### src/design/abx_pkg.sv
package abx_pkg;

  // Width of the data path and of a file register address.
  localparam int DATA_W = 8;
  localparam int ADDR_W = 7;
  localparam int BIT_W = 3;
  localparam int OFFS_W = 9;

  // Width of the program counter at its documented size.
  localparam int PC_W_DEF = 15;

  // Highest file register address an instruction may name.
  localparam logic [ADDR_W-1:0] ADDR_MAX = 7'h7f;

  // Destination bit encodings.
  localparam logic DEST_ACC = 1'b0;
  localparam logic DEST_FILE = 1'b1;

  // Bit positions used by the arithmetic: the sign bit and the digit boundary.
  localparam int MSB_POS = 7;
  localparam int NIBBLE_W = 4;

  // Reset values of the registered outputs.
  localparam logic [DATA_W-1:0] DATA_RST = 8'h00;
  localparam logic [ADDR_W-1:0] ADDR_RST = 7'h00;

  // Cycles taken by an instruction whose second cycle is a forced no-operation.
  localparam int LONG_CYCLES = 2;

  // Operations this execution slice carries out.
  typedef enum logic [2:0] {
    ABX_OP_NONE,
    ABX_OP_ADD_ACCUMULATOR_TO_FILE,
    ABX_OP_ADD_WITH_CARRY_TO_FILE,
    ABX_OP_ARITHMETIC_SHIFT_RIGHT,
    ABX_OP_CLEAR_FILE_BIT,
    ABX_OP_SKIP_IF_BIT_CLEAR,
    ABX_OP_RELATIVE_JUMP
  } abx_op_type;

  // One decoded instruction as handed over by the decoder.
  typedef struct packed {
    abx_op_type op;
    logic [ADDR_W-1:0] file_addr;
    logic dest;
    logic [BIT_W-1:0] bit_sel;
    logic signed [OFFS_W-1:0] offset;
  } abx_issue_type;

  // Status flags touched by this slice.
  typedef struct packed {
    logic carry;
    logic half_carry_flag;
    logic zero;
  } abx_flags_type;

  localparam abx_flags_type FLAGS_RST = 3'h0;

endpackage

### src/design/abx_alu.sv
`timescale 1ns/1ps

// Pure arithmetic for one instruction; the caller registers whatever it uses.
module abx_alu
  import abx_pkg::*;
(
  input abx_pkg::abx_op_type op,
  input logic [abx_pkg::DATA_W-1:0] acc_value,
  input logic [abx_pkg::DATA_W-1:0] file_value,
  input logic carry_in,
  input logic [abx_pkg::BIT_W-1:0] bit_sel,
  output logic [abx_pkg::DATA_W-1:0] result,
  output abx_pkg::abx_flags_type flags,
  output logic bit_value
);

  // Carry into the sum: only the carry form feeds the old flag in.
  logic cin;
  // Nine-bit sum so the carry out of bit 7 is kept.
  logic [DATA_W:0] sum;
  // Five-bit low-nibble sum so the carry out of bit 3 is kept.
  logic [NIBBLE_W:0] low_sum;

  // The adder is shared by both add forms to keep one carry chain.
  always_comb begin
    cin = (op == ABX_OP_ADD_WITH_CARRY_TO_FILE) ? carry_in : 1'b0;
    sum = {1'b0, acc_value} + {1'b0, file_value} + {{DATA_W{1'b0}}, cin};
    low_sum = {1'b0, acc_value[NIBBLE_W-1:0]} + {1'b0, file_value[NIBBLE_W-1:0]} + {{NIBBLE_W{1'b0}}, cin};
  end

  // Result and flag selection per operation.
  always_comb begin
    result = file_value;
    flags.carry = carry_in;
    flags.half_carry_flag = 1'b0;
    flags.zero = 1'b0;
    bit_value = file_value[bit_sel];
    case (op)
      ABX_OP_ADD_ACCUMULATOR_TO_FILE, ABX_OP_ADD_WITH_CARRY_TO_FILE: begin
        // Both add forms report carry out of bit 7 and out of bit 3.
        result = sum[DATA_W-1:0];
        flags.carry = sum[DATA_W];
        flags.half_carry_flag = low_sum[NIBBLE_W];
        flags.zero = (sum[DATA_W-1:0] == DATA_RST);
      end
      ABX_OP_ARITHMETIC_SHIFT_RIGHT: begin
        // The sign bit is replicated, bit 0 falls into carry.
        result = {file_value[MSB_POS], file_value[DATA_W-1:1]};
        flags.carry = file_value[0];
        flags.zero = ({file_value[MSB_POS], file_value[DATA_W-1:1]} == DATA_RST);
      end
      ABX_OP_CLEAR_FILE_BIT: begin
        // Only the selected bit changes.
        result = file_value & ~(8'h01 << bit_sel);
      end
      default: begin
        // Other operations leave the data untouched.
        result = file_value;
      end
    endcase
  end

endmodule

### src/design/abx_exec.sv
`timescale 1ns/1ps

// Contract
// - Add accumulator and file, destination selectable.
// - Add with carry, destination selectable, flags.
// - Shift right keeping sign, bit 0 to carry.
// - Clear one file bit, flags untouched.
// - Bit clear skips next instruction, two cycles.
// - Jump target is incremented counter plus offset.
// - Relative jump always takes two cycles.
// - Counter change or true test: NOP second.
module abx_exec
  import abx_pkg::*;
#(
  parameter int PC_W = abx_pkg::PC_W_DEF
)
(
  input logic clock,
  input logic resetn,
  input logic issue_valid,
  input abx_pkg::abx_issue_type issue,
  input logic [abx_pkg::DATA_W-1:0] acc_value,
  input logic [abx_pkg::DATA_W-1:0] file_rdata,
  input logic carry_value,
  input logic [PC_W-1:0] pc_value,
  output logic acc_we_q,
  output logic [abx_pkg::DATA_W-1:0] acc_wdata_q,
  output logic file_we_q,
  output logic [abx_pkg::ADDR_W-1:0] file_waddr_q,
  output logic [abx_pkg::DATA_W-1:0] file_wdata_q,
  output logic flags_we_q,
  output logic half_we_q,
  output abx_pkg::abx_flags_type flags_q,
  output logic pc_load_q,
  output logic [PC_W-1:0] pc_target_q,
  output logic nop_slot_q
);

  // The offset is sign-extended into the counter, so the counter must be at least as wide.
  // The state machine keeps exactly one forced no-operation slot, so only long instructions
  // of two cycles can be served; any other figure is refused at elaboration.
  // Checking here rather than at run time keeps a bad setting out of any netlist.
  if ((PC_W < OFFS_W) || (LONG_CYCLES != 2)) begin : g_param_check
    $error("abx_exec: PC_W must cover the offset and LONG_CYCLES must be 2");
  end

  // Execution state: a normal cycle or the forced no-operation slot.
  // One slot state is enough because every long instruction costs exactly two cycles.
  typedef enum logic {
    ABX_ST_EXEC,
    ABX_ST_NOP
  } abx_state_type;

  abx_state_type state_q;
  abx_state_type state_d;

  // An instruction is accepted only outside the no-operation slot.
  logic take;
  // Combinational answers of the arithmetic unit.
  logic [DATA_W-1:0] alu_result;
  abx_flags_type alu_flags;
  logic alu_bit;
  // Flags which operation writes a data result and whether it is two cycles.
  logic writes_data;
  logic writes_flags;
  logic long_op;
  // Sign-extended jump target.
  logic [PC_W-1:0] jump_target;

  abx_alu u_alu (
    .op(issue.op),
    .acc_value(acc_value),
    .file_value(file_rdata),
    .carry_in(carry_value),
    .bit_sel(issue.bit_sel),
    .result(alu_result),
    .flags(alu_flags),
    .bit_value(alu_bit)
  );

  // Decode of the accepted instruction's side effects.
  // Results are only write requests that land one cycle late, so the core must forward
  // a result to a dependent instruction issued in the very next cycle.
  always_comb begin
    // The instruction fetched behind a long one is discarded, not executed.
    take = issue_valid && (state_q == ABX_ST_EXEC);
    writes_data = 1'b0;
    writes_flags = 1'b0;
    long_op = 1'b0;
    case (issue.op)
      ABX_OP_ADD_ACCUMULATOR_TO_FILE, ABX_OP_ADD_WITH_CARRY_TO_FILE, ABX_OP_ARITHMETIC_SHIFT_RIGHT: begin
        writes_data = 1'b1;
        writes_flags = 1'b1;
      end
      ABX_OP_CLEAR_FILE_BIT: begin
        // Data written back, status left alone.
        writes_data = 1'b1;
      end
      ABX_OP_SKIP_IF_BIT_CLEAR: begin
        // A zero bit makes the test true and costs the second cycle.
        long_op = ~alu_bit;
      end
      ABX_OP_RELATIVE_JUMP: begin
        // The jump costs two cycles whatever its offset.
        long_op = 1'b1;
      end
      default: begin
        long_op = 1'b0;
      end
    endcase
  end

  // The counter seen here has already been incremented past the jump, so adding the
  // offset gives the old address plus one plus the offset.
  // Wrap-around beyond the counter width is silent, as in the counter itself.
  // The offset is made signed first so that the cast extends its sign, not zeros.
  assign jump_target = pc_value + PC_W'($signed(issue.offset));

  // Next state: one cycle in the slot after each long instruction.
  always_comb begin
    state_d = state_q;
    case (state_q)
      ABX_ST_EXEC: begin
        if (take && long_op) begin
          state_d = ABX_ST_NOP;
        end
      end
      ABX_ST_NOP: begin
        // The slot lasts exactly LONG_CYCLES - 1 cycles, which is one.
        state_d = ABX_ST_EXEC;
      end
      default: begin
        state_d = ABX_ST_EXEC;
      end
    endcase
  end

  // State register.
  // Reset returns to the normal state, so the first issue after release is taken.
  always_ff @(posedge clock or negedge resetn) begin
    if (!resetn) begin
      state_q <= ABX_ST_EXEC;
    end else begin
      state_q <= state_d;
    end
  end

  // The slot marker is a registered copy so the core can discard its fetch.
  // It duplicates the state register on purpose, since outputs must come from a flip-flop.
  always_ff @(posedge clock or negedge resetn) begin
    if (!resetn) begin
      nop_slot_q <= 1'b0;
    end else begin
      nop_slot_q <= take && long_op;
    end
  end

  // Accumulator write port: destination bit clear selects it.
  // A bit clear never goes here, whatever its destination bit says.
  always_ff @(posedge clock or negedge resetn) begin
    if (!resetn) begin
      acc_we_q <= 1'b0;
      acc_wdata_q <= DATA_RST;
    end else begin
      acc_we_q <= take && writes_data && (issue.dest == DEST_ACC)
                  && (issue.op != ABX_OP_CLEAR_FILE_BIT);
      if (take) begin
        acc_wdata_q <= alu_result;
      end
    end
  end

  // File write port: destination bit set, or any bit clear, writes back.
  // The address is masked so that a decoder fault cannot reach beyond the file's range.
  always_ff @(posedge clock or negedge resetn) begin
    if (!resetn) begin
      file_we_q <= 1'b0;
      file_waddr_q <= ADDR_RST;
      file_wdata_q <= DATA_RST;
    end else begin
      file_we_q <= take && writes_data && ((issue.dest == DEST_FILE)
                   || (issue.op == ABX_OP_CLEAR_FILE_BIT));
      if (take) begin
        file_waddr_q <= issue.file_addr & ADDR_MAX;
        file_wdata_q <= alu_result;
      end
    end
  end

  // Status update: the shift does not touch the digit carry.
  // Carry and zero share one strobe; the digit carry has its own because only adds write it.
  always_ff @(posedge clock or negedge resetn) begin
    if (!resetn) begin
      flags_we_q <= 1'b0;
      half_we_q <= 1'b0;
      flags_q <= FLAGS_RST;
    end else begin
      flags_we_q <= take && writes_flags;
      half_we_q <= take && writes_flags && (issue.op != ABX_OP_ARITHMETIC_SHIFT_RIGHT);
      if (take) begin
        flags_q <= alu_flags;
      end
    end
  end

  // Counter load: only the jump redirects the program counter.
  // The target is held between jumps; only the strobe says when it is fresh.
  always_ff @(posedge clock or negedge resetn) begin
    if (!resetn) begin
      pc_load_q <= 1'b0;
      pc_target_q <= '0;
    end else begin
      pc_load_q <= take && (issue.op == ABX_OP_RELATIVE_JUMP);
      if (take && (issue.op == ABX_OP_RELATIVE_JUMP)) begin
        pc_target_q <= jump_target;
      end
    end
  end

endmodule

### config.mk
export PLATFORM = sky130hd
export DESIGN_NAME = abx_exec
export DESIGN_NICKNAME = d
export VERILOG_FILES = /design/src/design/abx_pkg.sv /design/src/design/abx_alu.sv /design/src/design/abx_exec.sv
export SDC_FILE = /design/constraint.sdc
export NUM_CORES = 1
export LEC_CHECK = 0
export BUFFER_PORTS_ARGS = -buffer_cell sky130_fd_sc_hd__buf_2
export CAP_MARGIN = 20
export CORE_ASPECT_RATIO = 0.7
export CORE_MARGIN = 3
export CORE_UTILIZATION = 50
export DETAILED_ROUTE_END_ITERATION = 7
export GPL_ROUTABILITY_DRIVEN = 1
export PLACE_DENSITY = 0.8
export SLEW_MARGIN = 30
export SYNTH_ARGS = -nofsm -noshare
export SYNTH_HDL_FRONTEND = slang
export SYNTH_SLANG_ARGS = --single-unit
### constraint.sdc
create_clock -name clock -period 1.6 [get_ports clock]
set_input_delay 0.08 -clock clock [delete_from_list [all_inputs] [get_ports clock]]
set_output_delay 0.08 -clock clock [all_outputs]
set_load 0.01 [all_outputs]
==> results.py <==
metrics = {
    "outcome": {
        "status": "finished with violations",
        "violations": "setup timing",
    },
    "floorplanning": {
        "ios": 105,
        "rows": 22,
        "initial_core_util_pct": 53.9,
        "fp.coreArea_mm2": 0.00545,
        "dieArea_mm2": 0.00684,
        "die_x_um": 97.6,
        "die_h_um": 70.1,
    },
    "power": {
        "netSwitchingFraction_pct": 34.3,
        "power_density_mw_per_mm2": 841,
        "leakagePower_uw": 0.00215,
        "internal_power_uw": 2330,
        "power_frac_comb_pct": 40.6,
        "clkPwrFrac_pct": 23.0,
        "power_switching_uw": 1220,
        "max-vdd-ir-drop_v": 0.000539,
        "pwr-share-seq_pct": 36.5,
    },
    "clock_tree": {
        "cts_buffer_depth": 2,
        "clock_latency_ns": 0.29,
        "root_buffer": "clkbuf_8",
        "path_clk_slew_ns": 0.08,
        "cts_tree": "built",
        "cts_num_sinks": 40,
        "cts_buffers": 5,
        "h-tree-depth": 2,
    },
    "drt": {
        "wire_per_inst_um": 16.1,
        "drc": 0,
        "vias_per_cell": 5.55,
        "ant_nets": 0,
        "drt_iter0_drc": 186,
        "dr.pass1.iters": 5,
        "routed_wirelength_um": 9240,
        "vias": 3184,
    },
    "cells_and_area": {
        "area_growth_pct": 43.6,
        "insertedDiodeCount": 0,
        "final_area_mm2": 0.00422,
        "final_nets": 583,
        "drive_above_1_share_pct": 39.0,
        "final_common_cell": "buf_2",
        "mostFrequentLayoutCells": "buf_2 (102), nand2_1 (60), buf_4 (51)",
        "finalNonFillerCells": 574,
    },
    "critical_path": {
        "worst_setup_path_end_kind": "flop",
        "regToRegSetupSlack_ns": 0.06,
        "start_kind": "primary input",
        "crit_start": "issue[20]",
        "path_class": "in -> reg",
        "r2r-end": "flags_q[0]",
        "critical_path_arrival_ns": 2.26,
        "rr_startpoint": "state_q",
        "crit_fanout": 2,
        "crit_required_ns": 1.79,
        "worstSetupEndpoint": "flags_q[0]",
        "worst-r2r-cell-count": 5,
    },
    "sta": {
        "timing.max_slew.rel_slack_pct": 71.8,
        "holdWs_ns": 0.0969,
        "fmaxAchievable_ghz": 0.483,
        "finalSetupTns_ns": -1.93,
        "period_minus_slack_ns": 2.07,
        "slew_violations": 0,
        "period_share_pct": 129,
        "skew_ns": 0.00498,
        "worst_pin_slew_ns": 0.418,
        "hold_viol": 0,
        "grt_setup_unrepaired": "true",
        "fin_ws_ns": -0.469,
        "setup_violations": 9,
    },
    "grt": {
        "grt_use_met3_pct": 5.99,
        "grt_use_met2_pct": 45.0,
        "grt-busiest-layer": "met2",
        "grt_antenna_before_repair": 0,
        "grt_start_max_net_pins": 23,
        "grt_overflow_total": 0,
        "grt.total_usage_pct": 26.7,
        "met1_usage_pct": 35.3,
        "grt_pass1_vias": 3173,
        "grt_pass1_wl_um": 15100,
    },
    "yosys": {
        "synth-compound-area-share_pct": 20.0,
        "avgSynthCellArea_um2": 8.41,
        "synthXorXnorAreaFrac_pct": 5.37,
        "synth_area_mm2": 0.00294,
        "synth_edf_count": 0,
        "synth_warnings": 0,
        "synthSimpleGateAreaFrac_pct": 19.6,
        "synth_top_family_by_area": "compound AO/OA/AOI/OAI gates",
        "synthCells": 349,
        "synth_fp_nets": 431,
        "yosys.area.top_type": "dfrtp_1",
        "synthMuxAreaShare_pct": 4.01,
        "synth_top_flop_cell": "dfrtp_1",
        "yosys_register_bits": 40,
        "ys_seq_area_share_pct": 34.1,
        "synthTopCellsByArea": "dfrtp_1 (34%), ha_1 (9.0%), nand2_1 (7.8%), o21ai_0 (5.6%), a21oi_1 (3.9%)",
        "synthAdderAreaFrac_pct": 11.0,
        "synth_cell_types": 47,
        "yosysTopAreaCellShare_pct": 34.1,
        "synth-async-reset-ratio_pct": 100,
    },
    "place": {
        "dp.cells": 549,
        "placement.cell_area_mm2": 0.00381,
        "place.gp.congestion": 0.917,
        "hpwl_um": 6920,
        "portBuffers": 104,
        "place_ws_ns": -0.806,
    },
    "min_path": {
        "hold_path_class": "in -> reg",
    },
    "job": {
        "drv_cap": 0,
    },
}
-- logic make-up (layout without fill, tap and decap cells) --
logic type / count (synthesis) / after routing
simple gates: 126 / 126
compound gates: 95 / 95
flops: 40 / 40
buf+inv: 37 / 190
fa+ha+maj: 24 / 24
xor+xnor: 18 / 18
mux: 9 / 9
-- metrics by stage --
stage                     utilization [%]  total power, µW
final                                77.4             3550
after global routing                 77.4             3760
after CTS                            76.6             3510
after detailed placement             70.0             2590
after global placement               70.0             2540
after floorplan                         -             2040
-- worst min path at each step --
stage / startpoint / to / slack (ns) / cells past startpoint
6_report: carry_value / flags_q[2] / 0.1 / 3
5_1_grt: carry_value / flags_q[2] / 0.14 / 3
4_1_cts: carry_value / flags_q[2] / 0.1 / 3
3_5_place_dp: resetn / state_q / 0.03 / 1
3_3_place_gp: resetn / state_q / 0.02 / 1
2_1_floorplan: resetn / acc_we_q / -0.22 / 0
-- power groups by stage --
stage                     sequential (µW)  clock, µW  combinational, µW
after floorplan                      1380          0                661
after global placement               1300          0               1240
after detailed placement             1300          0               1280
after CTS                            1290        826               1390
after global routing                 1320        873               1570
final                                1290        815               1440
-- synthesized netlist by cell type, drive strengths merged (4+ instances only) --
master and number:
xnor2 8, nor3b 4, inv 15, nand2b 5
o21ai 33, a221oi 5, a211oi 4, clkbuf 10
dfrtp 40, mux2i 5, nor2b 6, a31oi 5
ha 21, buf 12, nand3 9, nor2 25
nand2 61, a21oi 23, xor2 10, o21a 6
-- what timing repair did --
action / CTS / global route
gates resized for setup: 21 / 9
hold buffers: 9 / 0
pin swaps: 19 / 24
endpoints found under the hold margin: 23 / 0
buffers inserted: 6 / 5
endpoints found under the setup margin: 8 / 24
-- cell type report --
type | count | area [µm²]
multi-input combinational | 272 | 1920
fill | 388 | 1230
timing repair buffer | 167 | 1040
sequential | 40 | 1000
tap | 72 | 90.1
clock buffer | 6 | 72.6
inverter | 15 | 56.3
clock inverter | 2 | 35.0
-- sequential cells by signal, indices dropped and copies added (netlist names) --
signal / count
nop_slot_q: 1
flags_q: 3
half_we_q: 1
file_wdata_q: 8
flags_we_q: 1
pc_target_q: 15
pc_load_q: 1
file_we_q: 1
acc_we_q: 1
file_waddr_q: 7
state_q: 1
-- routing by layer --
layer / routed length (µm) / share of wire (%)
met3: 687 / 7.4
met2: 4420 / 48
met4: 139 / 1.5
met5: 0 / 0
met1: 3990 / 43
-- worst max-delay path: stages --
cell,delay (ns)
buf_6,0.10
nor2b_4,0.10
nand3b_1,0.12
fa_2,0.40
inv_2,0.07
fa_2,0.46
nor3b_2,0.18
nand3_1,0.12
or4_1,0.43
o31ai_2,0.20
Power figures use the tool's default switching activity.
